`config.mk`:
```
export PLATFORM = sky130hd
export DESIGN_NAME = dcfc_cmd_top
export DESIGN_NICKNAME = d
export VERILOG_FILES = /design/src/pkg/dcfc_pkg.sv /design/src/logic/dcfc_irq_bits.sv /design/src/logic/dcfc_cmd_top.sv
export SDC_FILE = /design/constraint.sdc
export NUM_CORES = 1
export LEC_CHECK = 0
export ABC_AREA = 0
export BUFFER_PORTS_ARGS = -buffer_cell sky130_fd_sc_hd__buf_2
export CAP_MARGIN = 20
export CORE_MARGIN = 4
export CORE_UTILIZATION = 40
export DETAILED_ROUTE_END_ITERATION = 10
export PLACE_DENSITY = 0.69
export REMOVE_ABC_BUFFERS = 1
export SYNTH_ARGS = -nofsm -noshare
export SYNTH_HDL_FRONTEND = slang
export SYNTH_HIERARCHICAL = 1
export SYNTH_SLANG_ARGS = --single-unit
```
`constraint.sdc`:
```
create_clock -name i_mclk -period 2.7 [get_ports i_mclk]
set_input_delay 0.27 -clock i_mclk [delete_from_list [all_inputs] [get_ports i_mclk]]
set_output_delay 0.27 -clock i_mclk [all_outputs]
set_load 0.02 [all_outputs]
```
`src/pkg/dcfc_pkg.sv`:
```
// package: constants and types of the diagnostic and cache flush command block
package dcfc_pkg;

  localparam int ADDR_W = 8;
  localparam int DATA_W = 32;
  localparam int REG_W  = 8;
  localparam int EV_W   = 3;

  // register byte addresses
  localparam logic [ADDR_W-1:0] ADDR_COMMAND = 8'h00;
  localparam logic [ADDR_W-1:0] ADDR_ERROR   = 8'h04;
  localparam logic [ADDR_W-1:0] ADDR_STATUS  = 8'h08;
  localparam logic [ADDR_W-1:0] ADDR_IRQ_ST  = 8'h0c;
  localparam logic [ADDR_W-1:0] ADDR_IRQ_MSK = 8'h10;

  // command codes
  localparam logic [REG_W-1:0] CMD_DIAG      = 8'h90;
  localparam logic [REG_W-1:0] CMD_FLUSH     = 8'he7;
  localparam logic [REG_W-1:0] CMD_FLUSH_EXT = 8'hea;

  // completion flag positions
  localparam int ST_BSY  = 7;
  localparam int ST_RDY  = 6;
  localparam int ST_DF   = 5;
  localparam int ST_DSC  = 4;
  localparam int ST_DRQ  = 3;
  localparam int ST_ERR  = 0;
  // error flag positions
  localparam int ER_ABT  = 2;

  localparam logic [REG_W-1:0] STATUS_RESET = 8'h50;
  localparam logic [REG_W-1:0] ERROR_RESET  = 8'h00;
  localparam logic [REG_W-1:0] ERROR_ABORT  = 8'h04;
  localparam logic [REG_W-1:0] REG_ZERO     = 8'h00;

  // interrupt event bits
  localparam int EV_DONE = 0;
  localparam int EV_FAIL = 1;
  localparam int EV_REJ  = 2;
  localparam logic [EV_W-1:0] EV_NONE = 3'h0;

  localparam logic [1:0] RESP_OKAY   = 2'h0;
  localparam logic [1:0] RESP_DECERR = 2'h3;

  typedef enum logic [2:0] {
    SEL_COMMAND = 3'b000,
    SEL_ERROR   = 3'b001,
    SEL_STATUS  = 3'b010,
    SEL_IRQ_ST  = 3'b011,
    SEL_IRQ_MSK = 3'b100,
    SEL_NONE    = 3'b111
  } dcfc_sel_t;

  typedef enum logic [1:0] {
    CS_IDLE  = 2'b00,
    CS_DIAG  = 2'b01,
    CS_FLUSH = 2'b10
  } dcfc_state_t;

endpackage : dcfc_pkg

```
`src/logic/dcfc_irq_bits.sv`:
```
// sticky event bits with write-one-to-clear, mask and one level interrupt
module dcfc_irq_bits
  import dcfc_pkg::*;
(
  // clock and reset
  input  wire logic            i_mclk,
  input  wire logic            i_reset_n,
  // events and software access
  input  wire logic [EV_W-1:0] i_event,
  input  wire logic [EV_W-1:0] i_clear,
  input  wire logic            i_mask_wr,
  input  wire logic [EV_W-1:0] i_mask_data,
  // state
  output logic      [EV_W-1:0] o_status,
  output logic      [EV_W-1:0] o_mask,
  output logic                 o_irq
);

  logic [EV_W-1:0] stat_next;

  genvar gi;
  generate
    for (gi = 0; gi < EV_W; gi++) begin : g_bit
      // set wins over a clear in the same cycle
      assign stat_next[gi] = i_event[gi] | (o_status[gi] & ~i_clear[gi]);
      always_ff @(posedge i_mclk) begin
        if (!i_reset_n) begin
          o_status[gi] <= 1'b0;
        end else begin
          o_status[gi] <= stat_next[gi];
        end
      end
    end
  endgenerate

  always_ff @(posedge i_mclk) begin
    if (!i_reset_n) begin
      o_mask <= EV_NONE;
    end else if (i_mask_wr) begin
      o_mask <= i_mask_data;
    end
  end

  // built from next state so the irq flop tracks status with no extra lag
  always_ff @(posedge i_mclk) begin
    if (!i_reset_n) begin
      o_irq <= 1'b0;
    end else begin
      o_irq <= |(stat_next & (i_mask_wr ? i_mask_data : o_mask));
    end
  end

endmodule : dcfc_irq_bits

```
`src/logic/dcfc_cmd_top.sv`:
```
// command interpreter for diagnostic and cache flush commands, axi4-lite slave
//
// Design decisions made here: the register addresses and the AXI4-Lite slave port.
module dcfc_cmd_top
  import dcfc_pkg::*;
(
  // clock and reset
  input  wire logic              i_mclk,
  input  wire logic              i_reset_n,
  // axi4-lite write address
  input  wire logic              i_awvalid,
  output logic                   o_awready,
  input  wire logic [ADDR_W-1:0] i_awaddr,
  input  wire logic [2:0]        i_awprot,
  // axi4-lite write data
  input  wire logic              i_wvalid,
  output logic                   o_wready,
  input  wire logic [DATA_W-1:0] i_wdata,
  input  wire logic [3:0]        i_wstrb,
  // axi4-lite write response
  output logic                   o_bvalid,
  input  wire logic              i_bready,
  output logic      [1:0]        o_bresp,
  // axi4-lite read address
  input  wire logic              i_arvalid,
  output logic                   o_arready,
  input  wire logic [ADDR_W-1:0] i_araddr,
  input  wire logic [2:0]        i_arprot,
  // axi4-lite read data
  output logic                   o_rvalid,
  input  wire logic              i_rready,
  output logic      [DATA_W-1:0] o_rdata,
  output logic      [1:0]        o_rresp,
  // diagnostic engine
  output logic                   o_diag_start,
  input  wire logic              i_diag_done,
  input  wire logic [REG_W-1:0]  i_diag_code,
  // write cache engine
  output logic                   o_flush_start,
  input  wire logic              i_flush_done,
  input  wire logic              i_flush_fail,
  input  wire logic              i_cache_dirty,
  // interrupt and state
  output logic                   o_busy,
  output logic                   o_irq
);

  // address decode, shared by read and write paths
  function automatic dcfc_sel_t dcfc_decode(input logic [ADDR_W-1:0] addr);
    dcfc_sel_t s;
    s = SEL_NONE;
    case (addr)
      ADDR_COMMAND: s = SEL_COMMAND;
      ADDR_ERROR:   s = SEL_ERROR;
      ADDR_STATUS:  s = SEL_STATUS;
      ADDR_IRQ_ST:  s = SEL_IRQ_ST;
      ADDR_IRQ_MSK: s = SEL_IRQ_MSK;
      default:      s = SEL_NONE;
    endcase
    return s;
  endfunction : dcfc_decode

  // write channel holding state
  logic              aw_hold_reg;
  logic              aw_hold_next;
  logic [ADDR_W-1:0] awaddr_reg;
  logic              w_hold_reg;
  logic              w_hold_next;
  logic [DATA_W-1:0] wdata_reg;
  logic [3:0]        wstrb_reg;
  logic              bvalid_next;
  logic              aw_take;
  logic              w_take;
  logic              do_write;
  dcfc_sel_t         wsel;
  logic              low_lane;

  // read channel
  logic              rvalid_next;
  logic              ar_take;

  // command state
  dcfc_state_t       state_reg;
  logic [REG_W-1:0]  error_reg;
  logic [REG_W-1:0]  status_reg;
  logic              cmd_wr;
  logic [REG_W-1:0]  cmd_code;
  logic [EV_W-1:0]   events;
  logic [EV_W-1:0]   irq_clear;
  logic              mask_wr;
  logic [EV_W-1:0]   irq_status;
  logic [EV_W-1:0]   irq_mask;
  logic              flush_good;
  logic              flush_bad;

  assign aw_take  = i_awvalid & o_awready;
  assign w_take   = i_wvalid & o_wready;
  // protection bits carry no meaning here
  assign do_write = aw_hold_reg & w_hold_reg & ~o_bvalid;
  assign wsel     = dcfc_decode(awaddr_reg);
  assign low_lane = wstrb_reg[0];

  assign aw_hold_next = do_write ? 1'b0 : (aw_hold_reg | aw_take);
  assign w_hold_next  = do_write ? 1'b0 : (w_hold_reg | w_take);
  assign bvalid_next  = do_write | (o_bvalid & ~i_bready);

  always_ff @(posedge i_mclk) begin
    if (!i_reset_n) begin
      aw_hold_reg <= 1'b0;
      awaddr_reg  <= '0;
    end else begin
      aw_hold_reg <= aw_hold_next;
      if (aw_take) begin
        awaddr_reg <= i_awaddr;
      end
    end
  end

  always_ff @(posedge i_mclk) begin
    if (!i_reset_n) begin
      w_hold_reg <= 1'b0;
      wdata_reg  <= '0;
      wstrb_reg  <= '0;
    end else begin
      w_hold_reg <= w_hold_next;
      if (w_take) begin
        wdata_reg <= i_wdata;
        wstrb_reg <= i_wstrb;
      end
    end
  end

  // ready flops follow next hold state, so no extra item slips in
  always_ff @(posedge i_mclk) begin
    if (!i_reset_n) begin
      o_awready <= 1'b0;
      o_wready  <= 1'b0;
    end else begin
      o_awready <= ~aw_hold_next & ~bvalid_next;
      o_wready  <= ~w_hold_next & ~bvalid_next;
    end
  end

  always_ff @(posedge i_mclk) begin
    if (!i_reset_n) begin
      o_bvalid <= 1'b0;
      o_bresp  <= RESP_OKAY;
    end else begin
      o_bvalid <= bvalid_next;
      if (do_write) begin
        o_bresp <= (wsel == SEL_NONE) ? RESP_DECERR : RESP_OKAY;
      end
    end
  end

  // register side effects of a write
  assign cmd_wr    = do_write & low_lane & (wsel == SEL_COMMAND);
  assign cmd_code  = wdata_reg[REG_W-1:0];
  assign mask_wr   = do_write & low_lane & (wsel == SEL_IRQ_MSK);
  assign irq_clear = (do_write & low_lane & (wsel == SEL_IRQ_ST)) ? wdata_reg[EV_W-1:0] : EV_NONE;

  // read path: data captured at the address handshake
  assign ar_take     = i_arvalid & o_arready;
  assign rvalid_next = ar_take | (o_rvalid & ~i_rready);

  always_ff @(posedge i_mclk) begin
    if (!i_reset_n) begin
      o_arready <= 1'b0;
      o_rvalid  <= 1'b0;
    end else begin
      o_arready <= ~rvalid_next;
      o_rvalid  <= rvalid_next;
    end
  end

  always_ff @(posedge i_mclk) begin
    if (!i_reset_n) begin
      o_rdata <= '0;
      o_rresp <= RESP_OKAY;
    end else if (ar_take) begin
      o_rresp <= RESP_OKAY;
      case (dcfc_decode(i_araddr))
        SEL_COMMAND: o_rdata <= '0;
        SEL_ERROR:   o_rdata <= {{(DATA_W-REG_W){1'b0}}, error_reg};
        SEL_STATUS:  o_rdata <= {{(DATA_W-REG_W){1'b0}}, status_reg};
        SEL_IRQ_ST:  o_rdata <= {{(DATA_W-EV_W){1'b0}}, irq_status};
        SEL_IRQ_MSK: o_rdata <= {{(DATA_W-EV_W){1'b0}}, irq_mask};
        default: begin
          o_rdata <= '0;
          o_rresp <= RESP_DECERR;
        end
      endcase
    end
  end

  // completion of a flush
  // good only when clean
  assign flush_good = i_flush_done & ~i_flush_fail & ~i_cache_dirty;
  assign flush_bad  = i_flush_done & (i_flush_fail | i_cache_dirty);

  always_ff @(posedge i_mclk) begin
    if (!i_reset_n) begin
      state_reg <= CS_IDLE;
    end else begin
      case (state_reg)
        CS_IDLE: begin
          if (cmd_wr) begin
            case (cmd_code)
              CMD_DIAG:      state_reg <= CS_DIAG;
              CMD_FLUSH,
              CMD_FLUSH_EXT: state_reg <= CS_FLUSH;
              default:       state_reg <= CS_IDLE;
            endcase
          end
        end
        CS_DIAG: begin
          if (i_diag_done) begin
            state_reg <= CS_IDLE;
          end
        end
        CS_FLUSH: begin
          if (i_flush_done) begin
            state_reg <= CS_IDLE;
          end
        end
        default: state_reg <= CS_IDLE;
      endcase
    end
  end

  // start pulses to the engines, one cycle each
  always_ff @(posedge i_mclk) begin
    if (!i_reset_n) begin
      o_diag_start  <= 1'b0;
      o_flush_start <= 1'b0;
    end else begin
      o_diag_start  <= (state_reg == CS_IDLE) & cmd_wr & (cmd_code == CMD_DIAG);
      o_flush_start <= (state_reg == CS_IDLE) & cmd_wr &
                       ((cmd_code == CMD_FLUSH) | (cmd_code == CMD_FLUSH_EXT));
    end
  end

  // error register
  always_ff @(posedge i_mclk) begin
    if (!i_reset_n) begin
      error_reg <= ERROR_RESET;
    end else begin
      case (state_reg)
        CS_IDLE: begin
          if (cmd_wr) begin
            // unknown codes abort, known ones start clean
            case (cmd_code)
              CMD_DIAG,
              CMD_FLUSH,
              CMD_FLUSH_EXT: error_reg <= REG_ZERO;
              default:       error_reg <= ERROR_ABORT;
            endcase
          end
        end
        CS_DIAG: begin
          if (i_diag_done) begin
            error_reg <= i_diag_code;
          end
        end
        CS_FLUSH: begin
          if (flush_bad) begin
            error_reg <= ERROR_ABORT;
          end else if (flush_good) begin
            error_reg <= REG_ZERO;
          end
        end
        default: error_reg <= error_reg;
      endcase
    end
  end

  // completion flags register
  always_ff @(posedge i_mclk) begin
    if (!i_reset_n) begin
      status_reg <= STATUS_RESET;
    end else begin
      case (state_reg)
        CS_IDLE: begin
          if (cmd_wr) begin
            case (cmd_code)
              CMD_DIAG,
              CMD_FLUSH,
              CMD_FLUSH_EXT: begin
                status_reg         <= REG_ZERO;
                status_reg[ST_BSY] <= 1'b1;
              end
              default: begin
                status_reg         <= STATUS_RESET;
                status_reg[ST_ERR] <= 1'b1;
              end
            endcase
          end
        end
        CS_DIAG: begin
          // diagnostic code carries the verdict, error flag stays low
          if (i_diag_done) begin
            status_reg <= STATUS_RESET;
          end
        end
        CS_FLUSH: begin
          if (i_flush_done) begin
            status_reg         <= STATUS_RESET;
            status_reg[ST_ERR] <= flush_bad;
          end
        end
        default: status_reg <= status_reg;
      endcase
    end
  end

  // a command written while busy is dropped and flagged
  always_comb begin
    events = EV_NONE;
    events[EV_DONE] = ((state_reg == CS_DIAG) & i_diag_done) | ((state_reg == CS_FLUSH) & i_flush_done);
    events[EV_FAIL] = ((state_reg == CS_FLUSH) & flush_bad) | ((state_reg == CS_IDLE) & cmd_wr &
                      (cmd_code != CMD_DIAG) & (cmd_code != CMD_FLUSH) & (cmd_code != CMD_FLUSH_EXT));
    events[EV_REJ]  = (state_reg != CS_IDLE) & cmd_wr;
  end

  always_ff @(posedge i_mclk) begin
    if (!i_reset_n) begin
      o_busy <= 1'b0;
    end else begin
      o_busy <= ((state_reg == CS_IDLE) & cmd_wr &
                 ((cmd_code == CMD_DIAG) | (cmd_code == CMD_FLUSH) | (cmd_code == CMD_FLUSH_EXT))) |
                ((state_reg == CS_DIAG) & ~i_diag_done) |
                ((state_reg == CS_FLUSH) & ~i_flush_done);
    end
  end

  dcfc_irq_bits u_irq (
    .i_mclk      (i_mclk),
    .i_reset_n   (i_reset_n),
    .i_event     (events),
    .i_clear     (irq_clear),
    .i_mask_wr   (mask_wr),
    .i_mask_data (wdata_reg[EV_W-1:0]),
    .o_status    (irq_status),
    .o_mask      (irq_mask),
    .o_irq       (o_irq)
  );

endmodule : dcfc_cmd_top

```
# After elaboration in Yosys (flattened, before gate mapping)
# Index checks and enable logic that the tools add are counted.
dict set report totals {
  register_bits 88
  inputBits 77
  out_inout_bits 45
}
dict set report op_classes {
  eq_ne 27
  mux 27
  bitwise_logic 62
  reduce_logical 14
}
# op n
set op_table {}
lappend op_table {{$mux 8} 8}
lappend op_table {{$pmux 8 s3} 2}
lappend op_table {{$and 1x1->1} 32}
lappend op_table {{$eq 8x4->1 const B} 4}
lappend op_table {{$pmux 8 s4} 1}
lappend op_table {{$pmux 3 s5} 2}
lappend op_table {{$eq 8x8->1 const B} 3}
lappend op_table {{$ne 8x8->1 const B} 3}
lappend op_table {{$eq 8x3->1 const B} 2}
lappend op_table {{$eq 8x5->1 const B} 2}
lappend op_table {{$logic_not 8->1} 2}
lappend op_table {{$mux 3} 5}
lappend op_table {{$or 1x1->1} 15}
lappend op_table {{$not 1->1} 14}
lappend op_table {{$mux 2} 5}
lappend op_table {{$eq 3x2->1 const B} 3}
lappend op_table {{$eq 3x3->1 const B} 3}
lappend op_table {{$reduce_and 4->1} 2}
lappend op_table {{$logic_not 3->1} 2}
lappend op_table {{$ne 2x2->1 const B} 3}
lappend op_table {{$pmux 2 s3} 1}
lappend op_table {{$reduce_or 3->1} 2}
lappend op_table {{$reduce_or 5->1} 1}
lappend op_table {{$pmux 2 s2} 1}
lappend op_table {{11 further kinds} 12}

# Logic depth before layout (Yosys ltp)
dict set report depth {
  depth_word 12
  ltp_mapped 8
}

# Modules after synthesis
# Netlist, hierarchy kept.
# module n_inst cells_per_inst area_each_um2 seq_area_each_um2
set by_module_without_submodules {}
lappend by_module_without_submodules {dcfc_cmd_top 1 296 2503.7 1001.0}
lappend by_module_without_submodules {dcfc_irq_bits 1 24 251.5 140.1}

# Worst setup path before layout
# No wires, ideal clock.
dict set report synth_timing {
  kind {register -> register}
  start {register o_bvalid}
  end {register u_irq.o_mask[0]}
  t_arrival_ns 1.927
  required_ns 2.584
  slack_ns 0.657
  path_stages_with_launch 6
  n_path_buf 0
  synth_period_minus_slack_ns 2.043
  path_cell_list {dfxtp_1 -> and3b_4 -> nand4b_1 -> nor4b_1 -> mux2i_1 -> and2b_2}
}
dict set report synth_between {
  elab_chain_cells 5
}
# element line_no
set synth_rtl {}
lappend synth_rtl {{start, declared} dcfc_cmd_top.sv:21} ;# output logic o_bvalid,
lappend synth_rtl {{start signal, assigned} dcfc_cmd_top.sv:149} ;# o_bvalid <= bvalid_next;
lappend synth_rtl {{$not 1->1} dcfc_cmd_top.sv:99} ;# assign do_write = aw_hold_reg & w_hold_reg & ~o_bvalid;
lappend synth_rtl {{$and 1x1->1} dcfc_cmd_top.sv:99}
lappend synth_rtl {{$and 1x1->1 (2 in a row)} dcfc_cmd_top.sv:159} ;# assign mask_wr = do_write & low_lane & (wsel == SEL_IRQ_MSK);
lappend synth_rtl {{via mask_wr} dcfc_cmd_top.sv:90} ;# logic mask_wr;
lappend synth_rtl {{$mux 3} --}
lappend synth_rtl {{end signal, assigned} dcfc_irq_bits.sv:40} ;# o_mask <= i_mask_data;
lappend synth_rtl {{end, declared} dcfc_irq_bits.sv:15} ;# output logic [EV_W-1:0] o_mask,
# The timed path passes the listed nets, and every way through them passes these cells.
# A chain may end at the register's enable or synchronous reset.

# Final worst setup path
dict set report layout_timing {
  start {register awaddr_reg[0]}
  end {register u_irq.o_irq}
}
dict set report layout_between {
  elab_cells_between_ends 31
  cone_classes {eq/ne (6); mux (3); bitwise (19); reduce/logical (3)}
}
# element line_no
set layout_rtl {}
lappend layout_rtl {{start, declared} dcfc_cmd_top.sv:66} ;# logic [ADDR_W-1:0] awaddr_reg;
lappend layout_rtl {{start signal, assigned} dcfc_cmd_top.sv:114} ;# awaddr_reg <= i_awaddr;
lappend layout_rtl {{$eq 8x5->1 (tied with other cells)} dcfc_cmd_top.sv:52} ;# case (addr)
lappend layout_rtl {{$pmux 3 s5 (*)} dcfc_cmd_top.sv:52}
lappend layout_rtl {{$eq 3x3->1 (*)} dcfc_cmd_top.sv:159}
lappend layout_rtl {{$and 1x1->1 (*)} dcfc_cmd_top.sv:159}
lappend layout_rtl {{via mask_wr} dcfc_cmd_top.sv:90}
lappend layout_rtl {{$mux 3 (*)} dcfc_irq_bits.sv:49} ;# o_irq <= |(stat_next & (i_mask_wr ? i_mask_data : o_mask));
lappend layout_rtl {{$and 3x3->3 (*)} dcfc_irq_bits.sv:49}
lappend layout_rtl {{$reduce_or 3->1 (*)} dcfc_irq_bits.sv:49}
lappend layout_rtl {{end signal, assigned} dcfc_irq_bits.sv:49}
lappend layout_rtl {{end, declared} dcfc_irq_bits.sv:16} ;# output logic o_irq
# Mark *: on every way through the listed nets, which the timed path passes. The rest lies on a longest branch.

==> qor.txt <==
Cell with the most instances after synthesis: sky130_fd_sc_hd__dfxtp_1
Sort of element at the start of the critical path: register
Placed wire-length estimate: 4558 um
Inserted Clock Buffers: 9
EDFF count, synth: 0
Diode count: 0
Critical path cell sequence: nor4_1 -> nand4b_1 -> nor4b_1 -> buf_4 -> mux2i_1 -> o22ai_1 -> o2bb2ai_1
Number of distinct library cell variants in the gate-level netlist after synthesis: 54
Max Clk Rate: 472.6 MHz
Number of fill cells: 628
Clock input transition at the sequential cells of the worst setup and hold paths: 0.07 ns
Top post-synthesis cells by count: 57 x sky130_fd_sc_hd__dfxtp_1, 54 x sky130_fd_sc_hd__nand2_1, 30 x sky130_fd_sc_hd__a21oi_1
RePlAce Congestion: 0.8203
Synthesized instance count: 320
Wire length of the first global-routing pass: 10100 um
Met1 Use GR: 18.26%
Run status: completed
DRT antenna net count: 0
Largest net degree at the start of global routing: 30
Top flip-flop cell by instance count after synthesis: sky130_fd_sc_hd__dfxtp_1
Minimum clock period: 2.116 ns
Sequential share of the synthesized area: 41.42%
Share of layout cells above drive strength 1: 23.51%
Class of the most critical hold timing path: input port to register
Clock H-tree levels: 3
Max Clock Skew: 0.01094 ns
Library cell contributing the largest single delay on the critical path: sky130_fd_sc_hd__nor4_1
Number of vias per cell: 5.097
Post-CTS Setup Inserts: 0
Die Wd: 91.00 um
Flops & latches, synth: 57
Max-cap viol count: 0
Total power of the final layout: 0.001817 W
Number of port buffers: 64
# setup viols final: 0
Vias in the first global route: 2284
Share of flip-flops with an asynchronous set or reset after synthesis: 0%
Drc violations: 0
Nets: 463
DR iter-0 viols: 144
Biggest area consumer among synthesized cells: sky130_fd_sc_hd__dfxtp_1
Max-slew violations: 0
Number of cells traversed by the worst register-to-register path: 7
Core Footprint: 0.006531 mm2
Hold buffer count at CTS: 0
I/O Pins: 122
CTS root buffer: sky130_fd_sc_hd__clkbuf_8
Count of final hold-check violations: 0
TritonCTS clock tree: yes
RSZ-0062 raised after global routing: false
GRT met3 Usage: 3.058%
Global-route usage over all layers: 14.93%
Required time at the endpoint of the critical path: 2.92 ns
Cell depth of the worst min-delay path: 3
Count of instances resized after the clock tree is built: 0
Post-synthesis cell area: 0.002755 mm2
Max VDD drop: 0.0002044 V
Worst setup path category: register to register
Initial antenna violation count: 0
Critical path arrival: 2.33 ns
Met2 global-route usage: 24.16%
Warnings, synthesis: 6
Global route overflow: 0
Sinks on the clock net: 57
Clk_lat worst skew: 0.34 ns
Die footprint: 0.008280 mm2
Type of destination of the critical path: register
Mean routed wirelength per cell: 13.11 um
Top area cells in the synthesized netlist: sky130_fd_sc_hd__dfxtp_1 41%, sky130_fd_sc_hd__buf_4 7.4%, sky130_fd_sc_hd__nand2_1 7.4%
Mean area per synthesized cell: 8.610 um2
Initial core utilization: 42.18%
Number of iterations in the first detailed-routing pass: 4
FP Rows: 29
Worst max-slew margin expressed relative to the limit: 63.30%
Critical path fanouts, max: 3
Leak: 1.342 nW
Area share of the largest cell type after synthesis: 41.42%
Crit path largest cell delay: 0.46 ns
Overall routed net length: 6081 um
Overall via count from detail_route: 2365
Final setup TNS: 0 ns
Post-route fraction of the period consumed by the critical path: 78.37%
Most Used Layer, Global Route: met2
Deepest clock path buffer count: 2
Die Y-Extent: 91.00 um
PwrDens: 564.1 mW/mm2
Synthesis-to-layout area growth: 16.94%
Slew at the pin closest to its max-slew limit: 0.5504 ns
==> cells by family (layout without fill, tap and decap cells) <==
logic type	after synthesis	in the layout	synth area share [%]
compound gates	68	68	17.30
other cells	1	24	0.1361
mux	13	13	4.769
buf+inv	46	90	9.945
fa+ha+maj	4	4	1.817
simple gates	131	131	24.61
flops	57	57	41.42
==> per-stage QoR <==
stage	utilization (%)	hold WS (ns)	instances	instance area (um2)	setup slack [ns]
2_1_floorplan	-	0.3869	304	2594	0.6572
3_3_place_gp	46.44	0.4404	448	3033	0.6830
3_5_place_dp	46.44	0.4467	448	3033	0.6055
4_1_cts	49.33	0.1540	464	3222	0.5872
5_1_grt	49.33	0.1682	464	3222	0.2349
6_report	49.33	0.1595	464	3222	0.5839
==> layout make-up <==
class | instances | area, um2 | area share, %
repair buffers | 67 | 342.8 | 10.64
well taps | 77 | 96.34 | 2.990
multi-input cells | 240 | 1426 | 44.27
clock inverters | 3 | 40.04 | 1.243
inverters | 7 | 26.28 | 0.8155
clock buffers | 13 | 148.9 | 4.621
flip-flops and latches | 57 | 1141 | 35.42
==> layer usage <==
layer,vias up,wire [um]
met5,-,0
met4,0,181
met3,18,259
met2,56,2825
met1,1090,2814
li1,1201,-
==> final timing paths <==
check,endpoint,from,slack (ns)
worst max-delay path,u_irq/o_irq$_SDFF_PN0_,awaddr_reg[0]$_SDFFE_PN0P_,0.58
worst min-delay path,awaddr_reg[6]$_SDFFE_PN0P_,i_awaddr[6],0.16
worst max register to register,u_irq/o_irq$_SDFF_PN0_,awaddr_reg[0]$_SDFFE_PN0P_,0.58
worst min register to register,o_rdata[1]$_SDFFE_PN0P_,o_rdata[1]$_SDFFE_PN0P_,0.45
==> critical path: cells and delay by family (launching register included) <==
family	cells	cell delay, ns
compound gates	2	0.25
mux	1	0.24
buf+inv	1	0.19
simple gates	3	1.00
flops	1	0.31
==> cell usage in the layout (no fill, tap or decap), types with 3 or more instances in the layout <==
cell,n
sky130_fd_sc_hd__buf_2,64
sky130_fd_sc_hd__dfxtp_1,57
sky130_fd_sc_hd__nand2_1,54
sky130_fd_sc_hd__a21oi_1,30
sky130_fd_sc_hd__conb_1,24
sky130_fd_sc_hd__nor2_1,14
sky130_fd_sc_hd__nor2b_1,12
sky130_fd_sc_hd__mux2i_1,12
sky130_fd_sc_hd__clkbuf_8,10
sky130_fd_sc_hd__nand3_1,9
sky130_fd_sc_hd__and2_1,8
sky130_fd_sc_hd__nand3b_1,8
sky130_fd_sc_hd__inv_1,6
sky130_fd_sc_hd__nor3_1,6
sky130_fd_sc_hd__o21ai_0,6
sky130_fd_sc_hd__a32oi_1,5
sky130_fd_sc_hd__a22o_1,4
sky130_fd_sc_hd__ha_1,4
sky130_fd_sc_hd__and3_1,3
sky130_fd_sc_hd__clkbuf_1,3
sky130_fd_sc_hd__buf_4,3
==> power by group <==
part / switching (W) / internal, W
combinational: 0.000112 / 0.0000573
sequential: 0.0000182 / 0.000863
clock: 0.000318 / 0.000449
Note: power is estimated with default switching activity, not from simulation.
